File: config.mk
export PLATFORM = sky130hd
export DESIGN_NAME = fspc_flash_self_prog
export DESIGN_NICKNAME = d
export VERILOG_FILES = /design/src/verilog/fspc_pkg.sv /design/src/verilog/fspc_flash_self_prog.sv /design/src/verilog/fspc_window_timer.sv
export SDC_FILE = /design/constraint.sdc
export NUM_CORES = 1
export LEC_CHECK = 0
export BUFFER_PORTS_ARGS = -buffer_cell sky130_fd_sc_hd__clkbuf_2
export CORE_ASPECT_RATIO = 1.2
export CORE_MARGIN = 2
export CORE_UTILIZATION = 61
export CTS_CLUSTER_DIAMETER = 60
export CTS_CLUSTER_SIZE = 8
export DETAILED_ROUTE_END_ITERATION = 8
export GPL_TIMING_DRIVEN = 1
export PLACE_DENSITY_LB_ADDON = 0.05
export SYNTH_ARGS = -nofsm -noshare
export SYNTH_HDL_FRONTEND = slang
export SYNTH_SLANG_ARGS = --single-unit
File: constraint.sdc
create_clock -name i_clk -period 4.04 [get_ports i_clk]
set_clock_uncertainty 0.05 [all_clocks]
set_input_delay 0.404 -clock i_clk [delete_from_list [all_inputs] [get_ports i_clk]]
set_output_delay 0.404 -clock i_clk [all_outputs]
set_load 0.01 [all_outputs]
File: src/verilog/fspc_pkg.sv
// ---------------------------------------------------------------
// flash self-program control constants
// ---------------------------------------------------------------
package fspc_pkg;

  // register port geometry
  localparam int FSPC_ADDR_W = 8;
  localparam int FSPC_DATA_W = 8;

  // register offsets
  localparam logic [7:0] FSPC_CTRL_OFS = 8'h00;
  localparam logic [7:0] FSPC_STAT_OFS = 8'h01;

  // control register field positions
  localparam int FSPC_SIG_READ_BIT = 5;
  localparam int FSPC_CLR_BUF_BIT = 4;
  localparam int FSPC_FUSE_READ_BIT = 3;
  localparam int FSPC_PG_WRITE_BIT = 2;
  localparam int FSPC_PG_ERASE_BIT = 1;
  localparam int FSPC_STORE_EN_BIT = 0;
  localparam logic [5:0] FSPC_CTRL_RESET = 6'h00;

  // status register field positions
  localparam int FSPC_STAT_BUSY_BIT = 0;
  localparam int FSPC_STAT_FILLED_BIT = 1;
  localparam int FSPC_STAT_ARMED_BIT = 2;

  // accepted low five bit patterns
  localparam logic [4:0] FSPC_PAT_CLEAR = 5'h11;
  localparam logic [4:0] FSPC_PAT_FUSE = 5'h09;
  localparam logic [4:0] FSPC_PAT_WRITE = 5'h05;
  localparam logic [4:0] FSPC_PAT_ERASE = 5'h03;
  localparam logic [4:0] FSPC_PAT_LOAD = 5'h01;

  // pointer layout: word in page, then page
  localparam int FSPC_WORD_LSB = 1;
  localparam int FSPC_WORD_W = 5;
  localparam int FSPC_PAGE_LSB = 6;
  localparam int FSPC_PAGE_W = 7;
  localparam int FSPC_PAGE_WORDS = 32;

  // fuse and lock pointer values
  localparam logic [15:0] FSPC_PTR_FUSE_LOW = 16'h0000;
  localparam logic [15:0] FSPC_PTR_LOCK = 16'h0001;
  localparam logic [15:0] FSPC_PTR_FUSE_HIGH = 16'h0003;

  // signature row contents, values arbitrary
  localparam logic [7:0] FSPC_SIG_BYTE0 = 8'h5a;
  localparam logic [7:0] FSPC_SIG_BYTE1 = 8'h3c;
  localparam logic [7:0] FSPC_SIG_BYTE2 = 8'h11;
  localparam logic [7:0] FSPC_UNUSED_BYTE = 8'hff;
  localparam logic [15:0] FSPC_ERASED_WORD = 16'hffff;

  // arming windows in clock cycles
  localparam logic [2:0] FSPC_STORE_WIN = 3'h4;
  localparam logic [2:0] FSPC_LOAD_WIN = 3'h3;

  // timed operation length
  localparam int FSPC_CLK_NS = 100;
  localparam int FSPC_OP_MIN_NS = 3700000;
  localparam int FSPC_OP_MAX_NS = 4500000;
  localparam logic [15:0] FSPC_OP_MIN_CYCLES =
    16'((FSPC_OP_MIN_NS + FSPC_CLK_NS - 1) / FSPC_CLK_NS);
  localparam logic [15:0] FSPC_OP_MAX_CYCLES = 16'(FSPC_OP_MAX_NS / FSPC_CLK_NS);

  // timed operation states
  typedef enum logic [3:0] {
    FSPC_S_IDLE = 4'b0001,
    FSPC_S_ERASE = 4'b0010,
    FSPC_S_WRITE = 4'b0100,
    FSPC_S_LOCK = 4'b1000
  } fspc_state_t;

endpackage

File: src/verilog/fspc_flash_self_prog.sv
// The register addresses and the address-and-strobe port were decided locally.
`timescale 1ns/1ns
module fspc_flash_self_prog #(
  parameter logic [15:0] OP_CYCLES = fspc_pkg::FSPC_OP_MIN_CYCLES
) (
  // clock and reset
  input wire logic i_clk,
  input wire logic i_srst,
  // register port
  input wire logic [fspc_pkg::FSPC_ADDR_W-1:0] i_addr,
  input wire logic [fspc_pkg::FSPC_DATA_W-1:0] i_wdata,
  input wire logic i_wr,
  input wire logic i_rd,
  output logic [fspc_pkg::FSPC_DATA_W-1:0] o_rdata,
  // core instruction side
  input wire logic i_store_instr,
  input wire logic i_load_instr,
  input wire logic [15:0] i_pointer,
  input wire logic [15:0] i_data_word_pair,
  output logic o_core_halt,
  output logic o_load_valid,
  output logic [7:0] o_load_data,
  // eeprom status
  input wire logic i_eeprom_write_busy,
  // fuse and lock values, one marks a programmed bit
  input wire logic [7:0] i_fuse_low_prog,
  input wire logic [7:0] i_fuse_high_prog,
  input wire logic [7:0] i_lock_prog,
  // flash array side
  output logic [14:0] o_flash_rd_addr,
  input wire logic [15:0] i_flash_rd_word,
  output logic o_flash_erase,
  output logic o_flash_program,
  output logic o_lock_program,
  output logic [fspc_pkg::FSPC_PAGE_W-1:0] o_flash_page,
  output logic [7:0] o_lock_wr_data,
  input wire logic [fspc_pkg::FSPC_WORD_W-1:0] i_buf_rd_idx,
  output logic [15:0] o_buf_rd_word
);
  import fspc_pkg::*;

  // ---------------------------------------------------------------
  // declarations
  // ---------------------------------------------------------------
  logic [5:0] flags_reg;
  logic [5:0] flags_next;
  fspc_state_t state_reg;
  logic [15:0] op_cnt_reg;
  logic [15:0] page_buf [FSPC_PAGE_WORDS];
  logic buf_filled_reg;
  logic ee_busy_d_reg;
  logic store_open;
  logic load_open;
  logic op_busy;
  logic op_done;
  logic wr_ctrl;
  logic pattern_ok;
  logic arm_accept;
  logic armed;
  logic mode_load;
  logic mode_erase;
  logic mode_write;
  logic mode_fuse;
  logic mode_clear;
  logic mode_sig;
  logic store_hit;
  logic load_hit;
  logic window_lapse;
  logic ee_start;
  logic buf_erase;
  logic [4:0] wr_low;
  logic [FSPC_WORD_W-1:0] word_idx;
  logic [FSPC_PAGE_W-1:0] page_idx;
  logic [7:0] special_byte;

  // ---------------------------------------------------------------
  // pointer split and arming decode
  // ---------------------------------------------------------------
  // word within page and page select
  assign word_idx = i_pointer[FSPC_WORD_LSB +: FSPC_WORD_W];
  assign page_idx = i_pointer[FSPC_PAGE_LSB +: FSPC_PAGE_W];
  assign o_flash_rd_addr = i_pointer[15:1];

  assign wr_low = i_wdata[4:0];
  assign wr_ctrl = i_wr && (i_addr == FSPC_CTRL_OFS);

  // signature read only combines with plain store enable
  always_comb begin
    case (wr_low)
      FSPC_PAT_LOAD: pattern_ok = 1'b1;
      FSPC_PAT_CLEAR,
      FSPC_PAT_FUSE,
      FSPC_PAT_WRITE,
      FSPC_PAT_ERASE: pattern_ok = !i_wdata[FSPC_SIG_READ_BIT];
      default: pattern_ok = 1'b0;
    endcase
  end

  // a second arming is refused while one is pending or running
  assign armed = flags_reg[FSPC_STORE_EN_BIT];
  assign op_busy = (state_reg != FSPC_S_IDLE);
  assign arm_accept = wr_ctrl && pattern_ok && !armed && !op_busy
    && !i_eeprom_write_busy;

  // mode decode of the armed pattern
  assign mode_sig = armed && flags_reg[FSPC_SIG_READ_BIT];
  assign mode_load = armed && (flags_reg[4:0] == FSPC_PAT_LOAD) && !mode_sig;
  assign mode_erase = armed && (flags_reg[4:0] == FSPC_PAT_ERASE);
  assign mode_write = armed && (flags_reg[4:0] == FSPC_PAT_WRITE);
  assign mode_fuse = armed && (flags_reg[4:0] == FSPC_PAT_FUSE);
  assign mode_clear = armed && (flags_reg[4:0] == FSPC_PAT_CLEAR);

  // ---------------------------------------------------------------
  // arming windows
  // ---------------------------------------------------------------
  fspc_window_timer #(
    .LEN(FSPC_STORE_WIN)
  ) u_store_win (
    .i_clk(i_clk),
    .i_srst(i_srst),
    .i_start(arm_accept),
    .i_stop(store_hit),
    .o_open(store_open)
  );

  fspc_window_timer #(
    .LEN(FSPC_LOAD_WIN)
  ) u_load_win (
    .i_clk(i_clk),
    .i_srst(i_srst),
    .i_start(arm_accept),
    .i_stop(load_hit),
    .o_open(load_open)
  );

  // instructions only count inside their window and with eeprom idle
  assign store_hit = i_store_instr && armed && store_open && !op_busy
    && !i_eeprom_write_busy;
  assign load_hit = i_load_instr && load_open && (mode_fuse || mode_sig)
    && !i_eeprom_write_busy;

  // lapse: store window gone, or load window gone for read modes
  assign window_lapse = armed && !op_busy
    && (!store_open || ((mode_fuse || mode_sig) && !load_open));

  // ---------------------------------------------------------------
  // control flags
  // ---------------------------------------------------------------
  // flags next value; running erase, write or lock write keeps them up
  always_comb begin
    flags_next = flags_reg;
    if (arm_accept) begin
      flags_next = i_wdata[5:0];
    end else if (op_busy) begin
      if (op_done) begin
        flags_next = FSPC_CTRL_RESET;
      end else begin
        flags_next = flags_reg;
      end
    end else if (store_hit && (mode_erase || mode_write || mode_fuse)) begin
      flags_next = flags_reg; // held while the timed operation runs
    end else if (store_hit || load_hit || window_lapse) begin
      flags_next = FSPC_CTRL_RESET;
    end
  end

  // flags register; reset leaves a running operation's flags alone
  always_ff @(posedge i_clk) begin
    if (i_srst && !op_busy) begin
      flags_reg <= FSPC_CTRL_RESET;
    end else begin
      flags_reg <= flags_next;
    end
  end

  // ---------------------------------------------------------------
  // timed flash operation
  // ---------------------------------------------------------------
  assign op_done = op_busy && (op_cnt_reg == 16'h0001);

  // state survives reset while erase, write or lock write runs
  always_ff @(posedge i_clk) begin
    case (state_reg)
      FSPC_S_ERASE,
      FSPC_S_WRITE,
      FSPC_S_LOCK: begin
        if (op_done) begin
          state_reg <= FSPC_S_IDLE;
        end
      end
      FSPC_S_IDLE: begin
        if (i_srst) begin
          state_reg <= FSPC_S_IDLE;
        end else if (store_hit && mode_erase) begin
          state_reg <= FSPC_S_ERASE;
        end else if (store_hit && mode_write) begin
          state_reg <= FSPC_S_WRITE;
        end else if (store_hit && mode_fuse) begin
          state_reg <= FSPC_S_LOCK;
        end
      end
      default: state_reg <= FSPC_S_IDLE;
    endcase
  end

  // operation length counter, counts down to zero; the op ends at one
  always_ff @(posedge i_clk) begin
    if (i_srst && !op_busy) begin
      op_cnt_reg <= 16'h0000;
    end else if (store_hit && !op_busy && (mode_erase || mode_write || mode_fuse)) begin
      op_cnt_reg <= OP_CYCLES;
    end else if (op_busy && (op_cnt_reg != 16'h0000)) begin
      op_cnt_reg <= op_cnt_reg - 16'h0001;
    end
  end

  // target page and lock data latched at the store
  always_ff @(posedge i_clk) begin
    if (i_srst && !op_busy) begin
      o_flash_page <= '0;
      o_lock_wr_data <= 8'hff;
    end else if (store_hit && !op_busy) begin
      o_flash_page <= page_idx;
      o_lock_wr_data <= i_data_word_pair[7:0];
    end
  end

  // flash strobes are levels for the whole operation
  assign o_flash_erase = (state_reg == FSPC_S_ERASE);
  assign o_flash_program = (state_reg == FSPC_S_WRITE);
  assign o_lock_program = (state_reg == FSPC_S_LOCK);
  // the core is held for the whole timed operation
  assign o_core_halt = op_busy;

  // ---------------------------------------------------------------
  // temporary page buffer
  // ---------------------------------------------------------------
  // eeprom write starting mid fill loses the loaded data
  always_ff @(posedge i_clk) begin
    if (i_srst) begin
      ee_busy_d_reg <= 1'b0;
    end else begin
      ee_busy_d_reg <= i_eeprom_write_busy;
    end
  end

  assign ee_start = i_eeprom_write_busy && !ee_busy_d_reg;
  // a reset during a write waits until the flash has taken the data
  assign buf_erase = (i_srst && !o_flash_program)
    || (arm_accept && (wr_low == FSPC_PAT_CLEAR))
    || (ee_start && buf_filled_reg)
    || (op_done && o_flash_program);

  // buffer words; erased value is all ones like erased flash
  always_ff @(posedge i_clk) begin
    if (buf_erase) begin
      for (int i = 0; i < FSPC_PAGE_WORDS; i++) begin
        page_buf[i] <= FSPC_ERASED_WORD;
      end
    end else if (store_hit && mode_load) begin
      page_buf[word_idx] <= i_data_word_pair;
    end
  end

  // fill marker for status and discard on eeprom start
  always_ff @(posedge i_clk) begin
    if (buf_erase) begin
      buf_filled_reg <= 1'b0;
    end else if (store_hit && mode_load) begin
      buf_filled_reg <= 1'b1;
    end
  end

  // flash side read of the buffer during page write
  always_ff @(posedge i_clk) begin
    if (i_srst) begin
      o_buf_rd_word <= FSPC_ERASED_WORD;
    end else begin
      o_buf_rd_word <= page_buf[i_buf_rd_idx];
    end
  end

  // ---------------------------------------------------------------
  // load instruction answer
  // ---------------------------------------------------------------
  // fuse, lock and signature bytes; programmed bits read as zero
  always_comb begin
    special_byte = FSPC_UNUSED_BYTE;
    if (mode_fuse) begin
      case (i_pointer)
        FSPC_PTR_FUSE_LOW: special_byte = ~i_fuse_low_prog;
        FSPC_PTR_LOCK: special_byte = ~i_lock_prog;
        FSPC_PTR_FUSE_HIGH: special_byte = ~i_fuse_high_prog;
        default: special_byte = FSPC_UNUSED_BYTE;
      endcase
    end else begin
      case (i_pointer[2:1])
        2'h0: special_byte = FSPC_SIG_BYTE0;
        2'h1: special_byte = FSPC_SIG_BYTE1;
        2'h2: special_byte = FSPC_SIG_BYTE2;
        default: special_byte = FSPC_UNUSED_BYTE;
      endcase
    end
  end

  // every load answers one cycle later; plain loads pick a flash byte
  always_ff @(posedge i_clk) begin
    if (i_srst) begin
      o_load_valid <= 1'b0;
      o_load_data <= 8'h00;
    end else begin
      o_load_valid <= i_load_instr;
      if (load_hit) begin
        o_load_data <= special_byte;
      end else if (i_load_instr) begin
        o_load_data <= i_pointer[0] ? i_flash_rd_word[15:8]
          : i_flash_rd_word[7:0];
      end
    end
  end

  // ---------------------------------------------------------------
  // register read port
  // ---------------------------------------------------------------
  // data stand only in the cycle after the strobe
  always_ff @(posedge i_clk) begin
    if (i_srst || !i_rd) begin
      o_rdata <= 8'h00;
    end else begin
      case (i_addr)
        FSPC_CTRL_OFS: o_rdata <= {2'b00, flags_reg};
        FSPC_STAT_OFS: begin
          o_rdata <= 8'h00;
          o_rdata[FSPC_STAT_BUSY_BIT] <= op_busy;
          o_rdata[FSPC_STAT_FILLED_BIT] <= buf_filled_reg;
          o_rdata[FSPC_STAT_ARMED_BIT] <= armed;
        end
        default: o_rdata <= 8'h00;
      endcase
    end
  end

endmodule

File: src/verilog/fspc_window_timer.sv
`timescale 1ns/1ns
// ---------------------------------------------------------------
// arming window: open for LEN cycles after the start pulse
// ---------------------------------------------------------------
module fspc_window_timer #(
  parameter logic [2:0] LEN = 3'h4
) (
  // clock and reset
  input wire logic i_clk,
  input wire logic i_srst,
  // control
  input wire logic i_start,
  input wire logic i_stop,
  // state
  output logic o_open
);

  logic [2:0] cnt_reg;

  // down counter; start wins over stop
  always_ff @(posedge i_clk) begin
    if (i_srst) begin
      cnt_reg <= 3'h0;
    end else if (i_start) begin
      cnt_reg <= LEN;
    end else if (i_stop) begin
      cnt_reg <= 3'h0;
    end else if (cnt_reg != 3'h0) begin
      cnt_reg <= cnt_reg - 3'h1;
    end
  end

  assign o_open = (cnt_reg != 3'h0);

endmodule
==> metrics.txt, run 1 <==
status finished, final reports clean; prevailing post-synth register cell edfxtp_1; Leak 0.00849 uW; WL/cell 29.2 um; slowest CP cell o21ai_2; Area growth syn-to-layout 13.2%; initial antenna violation count 3; RSZ-0062 raised after global routing no; Max H-tree Level 3; Worst setup EP type flop; CTS tree done; ys async rst share 0%; Worst Max-Slew Pin Slew 1.47 ns; Worst Hold Path EP o_flash_page[3]; CTS Sinks 592; grt ovf 0; met1 GRT Util 46.1%; most frequent cells in the layout nand4_1 (517), edfxtp_1 (516), clkbuf_2 (159); I/O Buffers 162; sequential element share of the synthesized area 60.6%; crit path max fanout 13; nets@finish 2234; cell mode on critical path nand2b_1; Ys Warns 0; CTS Buf Count 83; Max-slew headroom 2.05%; Most Used Layer, Global Route met2; worst hold path type in2reg; CP arrival 3.77 ns; worst-path cell chain inv_1 > ha_1 > nand2b_1 > nand2b_1 > nor3_4 > nand2_1 > o21ai_2 > buf_4; Final Max Slew Viols 0; Max Cap Viol 0; Starting Density 61.4%; most common cell after layout, fill and taps aside nand4_1; Top Ports 167; share of cells above drive strength 1 24.1%; first-pass GRT wire length 122000 um; post-layout min period 3.49 ns; largest net degree at the start of global routing 264; gr usage total 35.3%; Setup Viol. Count Final 0; die area 47800 sq um; max FFs per register 512; clock slew at reported path FFs 0.05 ns; Hold WS 0.0200 ns; met3 Use GR 8.59%; Worst Path Required 4.32 ns; die height 239 um; vias in the first global route 19829; post-synth cell types 59; WHS Path Cells 3; Starting DRT DRC Count 2556; routability cong. 0.849; Core Area 45700 sq um; CP peak stage delay 1.05 ns; worst skew pair latency 0.62 ns; FF-to-FF setup slack 0.55 ns; max frequency 0.287 GHz; post-CTS sizing 0; ANT nets after route 0; CTS root buf clkbuf_16; DRC 0; hold_sp i_pointer[9]; type of origin of the critical path flop; Mapped Cells 2104; cell area after synthesis 28100 sq um; final hold violation count 0; period utilization 86.3%; Setup CP Type reg2reg; synthesized flop and latch total 592; First-pass DRT Iterations 6; via/cell ratio 7.09; DP HPWL 49700 um; Worst Reg-to-Reg Cells 8; Avg Synthesized Cell Area 13.3 sq um; Max Root-Sink Buffers 3; via count 19931; Core Rows 86; Post-synth EDFFs 516; Final TNS setup 0 ns; reg2reg start u_store_win.cnt_reg[0]; VDD IR max 0.000407 V; P per Cell Area 486 nW/um^2; met2 Resource Use GR 55.9%; reg2reg end page_buf[6][10]; final WL 82100 um; chip width 200 um
-- synth_stat cells (all sizes together) (3+ instances only) --
| library cell | count | area share, % |
|---|---|---|
| mux4 | 128 | 10 |
| nand2 | 64 | 0.86 |
| nand3 | 24 | 0.43 |
| mux2i | 37 | 1.3 |
| nor4 | 13 | 0.31 |
| nor2 | 41 | 0.55 |
| a22oi | 42 | 1.1 |
| buf | 194 | 3.2 |
| and2 | 5 | 0.11 |
| or4 | 6 | 0.16 |
| nand2b | 7 | 0.16 |
| or3b | 3 | 0.094 |
| clkbuf | 128 | 1.7 |
| dfxtp | 76 | 5.4 |
| nor2b | 72 | 1.6 |
| nor4b | 5 | 0.21 |
| nand3b | 4 | 0.11 |
| a22o | 20 | 0.62 |
| nor3b | 5 | 0.13 |
| and3b | 3 | 0.094 |
| a21oi | 22 | 0.39 |
| a21o | 4 | 0.11 |
| mux2 | 14 | 0.56 |
| inv | 17 | 0.23 |
| ha | 12 | 0.53 |
| a211oi | 5 | 0.15 |
| a31oi | 18 | 0.40 |
| xnor2 | 10 | 0.31 |
| nor3 | 17 | 0.32 |
| o21ai | 45 | 0.80 |
| or3 | 3 | 0.067 |
| xor2 | 5 | 0.16 |
| edfxtp | 516 | 55 |
| nand4 | 517 | 12 |
-- report_power, final --
group          internal [uW]  total, uW  switching, uW
logic                    584       2000           1420
clock network           3940       6490           2550
registers               6840       6950            110
total                  11400      15400           4080
-- metal layers --
metal / vias to the layer above / wire length [um]
met5: - / 83
met3: 232 / 9450
met1: 9885 / 29300
met4: 4 / 3620
met2: 1269 / 39700
li1: 8541 / -
-- metrics by stage --
| stage | std cells | cell area (sq um) | utilization, % | worst slack (ns) | power (uW) |
|---|---|---|---|---|---|
| floorplan | 2105 | 28100 | - | 0.569 | 8290 |
| global placement | 2645 | 29200 | 64.0 | 0.655 | 8980 |
| detailed placement | 2645 | 29200 | 64.0 | 0.566 | 9030 |
| CTS | 2809 | 31800 | 69.5 | 0.599 | 15500 |
| global route | 2809 | 31800 | 69.5 | 0.373 | 15900 |
| finish | 2810 | 31800 | 69.5 | 0.553 | 15400 |
-- worst max-delay path by stage --
stage,startpoint,endpoint,slack [ns],cells after the start
final,u_store_win.cnt_reg[0],page_buf[6][10],0.55,8
after detailed placement,i_eeprom_write_busy,page_buf[6][14],0.57,7
after CTS,u_store_win.cnt_reg[0],page_buf[6][10],0.60,8
after global placement,i_eeprom_write_busy,page_buf[6][14],0.65,7
after global routing,u_store_win.cnt_reg[0],page_buf[6][10],0.37,8
after floorplan,state_reg[1],page_buf[26][0],0.57,6
-- cells by family (layout without fill, tap and decap cells) --
| family | Yosys count | in the layout | synth area share, % |
|---|---|---|---|
| AO/OA/AOI/OAI | 171 | 171 | 4.16 |
| buffers and inverters | 339 | 427 | 5.15 |
| adder cells (fa/ha/maj) | 12 | 12 | 0.535 |
| flip-flops | 592 | 592 | 60.6 |
| AND/OR/NAND/NOR | 795 | 795 | 16.9 |
| XOR/XNOR | 15 | 15 | 0.468 |
| other | 1 | 3 | 0.0134 |
| multiplexers | 179 | 179 | 12.2 |
-- final cells by class --
type / count / area, sq um
flip-flops and latches: 592 / 17000
fillers: 3181 / 14000
multi-input cells: 1174 / 9770
clock buffers: 151 / 2370
repair buffers: 254 / 1710
well taps: 616 / 771
inverters: 17 / 63.8
clock inverters: 5 / 58.8
diodes: 1 / 2.50
-- critical path: cells and delay by family, from the launching register on --
kind / cells / cell delay (ns)
simple gates: 4 / 1.17
compound gates: 1 / 1.05
buf+inv: 2 / 0.39
flops: 1 / 0.34
fa+ha+maj: 1 / 0.21
-- repair_timing --
| item | in CTS | in global routing |
|---|---|---|
| hold buffers | 8 | 0 |
| endpoints found under the hold margin | 8 | 0 |
| buffers inserted | 0 | 0 |
(Power assumes the default switching activity.)
==> run 2: changes to the inputs <==
Settings changed: CORE_UTILIZATION 61 to 55.
Clock period 4.04 ns to 3.09 ns, I/O delays scaled along.
==> run 2 against run 1 <==
Effect of this change: clock power increased by 30%; critical path depth decreased by 1; count of clock-buffer cells in the layout decreased by 1; highest routed layer unchanged; global-route usage decreased by 2.9 points; hold slack improved by 0.017 ns; via count increased by 1.4%; critical path type unchanged.
==> metrics.txt, run 2 (synthesis gave the netlist of run 1 again) <==
status finished, final reports clean; Starting DRT DRC Count 2111; Worst Hold Path EP page_buf[1][13]; die height 251 um; share of cells above drive strength 1 27.3%; RSZ-0062 raised after global routing no; CTS tree done; DP HPWL 53000 um; initial antenna violation count 2; final WL 84500 um; max frequency 0.348 GHz; reg2reg start state_reg[1]; grt ovf 0; Clk network pwr share 41.5%; clock slew at reported path FFs 0.05 ns; ANT nets after route 0; reg2reg end page_buf[31][15]; VDD IR max 0.000392 V; Worst Max-Slew Pin Slew 1.19 ns; FF+latch area 17000 sq um; first-pass GRT wire length 126000 um; WL/cell 28.6 um; Max Cap Viol 0; DRC 0; I/O Buffers 162; CTS Sinks 592; gr usage total 32.4%; final hold violation count 0; Max Root-Sink Buffers 3; P per Cell Area 618 nW/um^2; WHS Path Cells 3; routability cong. 0.859; postcts setup bufs 0; nets@finish 2353; Area growth syn-to-layout 17.3%; hold_sp i_data_word_pair[13]; Internal 15000 uW; Worst Reg-to-Reg Cells 7; Net Sw Power 5330 uW; Worst Path Required 3.32 ns; post-layout min period 2.87 ns; Core Area 50300 sq um; largest net degree at the start of global routing 229; CP arrival 3.11 ns; Top Ports 167; Worst setup EP type flop; Final Max Slew Viols 0; vias in the first global route 20040; switching share of power 26.2%; Core Rows 90; worst hold path type in2reg; via count 20201; type of origin of the critical path flop; FF-to-FF setup slack 0.22 ns; CTS root buf clkbuf_16; Leak 0.00915 uW; chip width 210 um; most common cell after layout, fill and taps aside nand4_1; Fillers 3701; Flop pwr share 44.6%; most frequent cells in the layout nand4_1 (517), edfxtp_1 (516), clkbuf_2 (159); Max-slew headroom 20.6%; die area 52900 sq um; Max H-tree Level 3; Setup Viol. Count Final 0; max FFs per register 512; crit path max fanout 74; Starting Density 55.8%; worst skew pair latency 0.61 ns; First-pass DRT Iterations 6; Layout Cells excl Fill 2953; period utilization 92.9%; Setup CP Type reg2reg; placed cell count 2778; combinational share of power 13.9%; multi-input logic area 9770 sq um; CTS Buf Count 83; PnR Total Power 20400 uW; via/cell ratio 6.84
[run 2: worst max path at each step]
| stage | start | end | slack, ns | depth (start not counted) |
|---|---|---|---|---|
| 6_report | state_reg[1] | page_buf[31][15] | 0.22 | 7 |
| 5_1_grt | state_reg[1] | page_buf[16][2] | 0.03 | 6 |
| 4_1_cts | state_reg[1] | page_buf[31][15] | 0.23 | 9 |
| 3_5_place_dp | state_reg[1] | page_buf[22][12] | 0.25 | 7 |
| 3_3_place_gp | state_reg[1] | page_buf[7][15] | 0.28 | 8 |
| 2_1_floorplan | state_reg[1] | page_buf[26][0] | -0.38 | 6 |
[run 2: final cells by class]
cell class	count	share of cell area, %
Tap cell	644	2.45
Multi-Input combinational cell	1174	29.7
Inverter	17	0.194
Sequential cell	592	51.7
Clock inverter	2	0.0532
Clock buffer	150	7.20
Timing Repair Buffer	373	8.77
Antenna cell	1	0.00760
[run 2: repair_timing]
item / 4_1_cts / 5_1_grt
hold buffers: 22 / 0
hold endpoints to repair: 24 / 0
gates resized for setup: 0 / 0
[run 2: through the flow]
stage	worst slack (ns)	hold slack (ns)	area, sq um	setup TNS (ns)	utilization [%]
floorplan	-0.381	0.383	28100	-89.65	-
global placement	0.284	0.387	30300	0	60.2
detailed placement	0.254	0.392	30300	0	60.2
CTS	0.235	0.00300	32900	0	65.4
global route	0.0268	0.0418	32900	0	65.4
finish	0.219	0.0366	32900	0	65.4
[run 2: power groups by stage]
stage	sequential [uW]	combinational (uW)	clock, uW
finish	9080	2840	8440
CTS	9080	2820	8500
global placement	9220	2760	0
floorplan	9230	1610	0
detailed placement	9230	2790	0
global route	9090	3030	8840
[run 2: critical path, cell delays in order (launching register included)]
cell and delay, ns:
edfxtp_1 0.45, or4b_1 0.60, nand2_1 0.09, o21ai_0 0.13
a211oi_4 0.52, buf_12 0.22, buf_12 0.28, nand4_1 0.14
[run 2: routing by layer]
metal	share of wire (%)	track usage (%)
met5	0.015	0
met4	3.4	12.9
met3	9.8	6.19
met2	49	53.4
met1	37	42.9
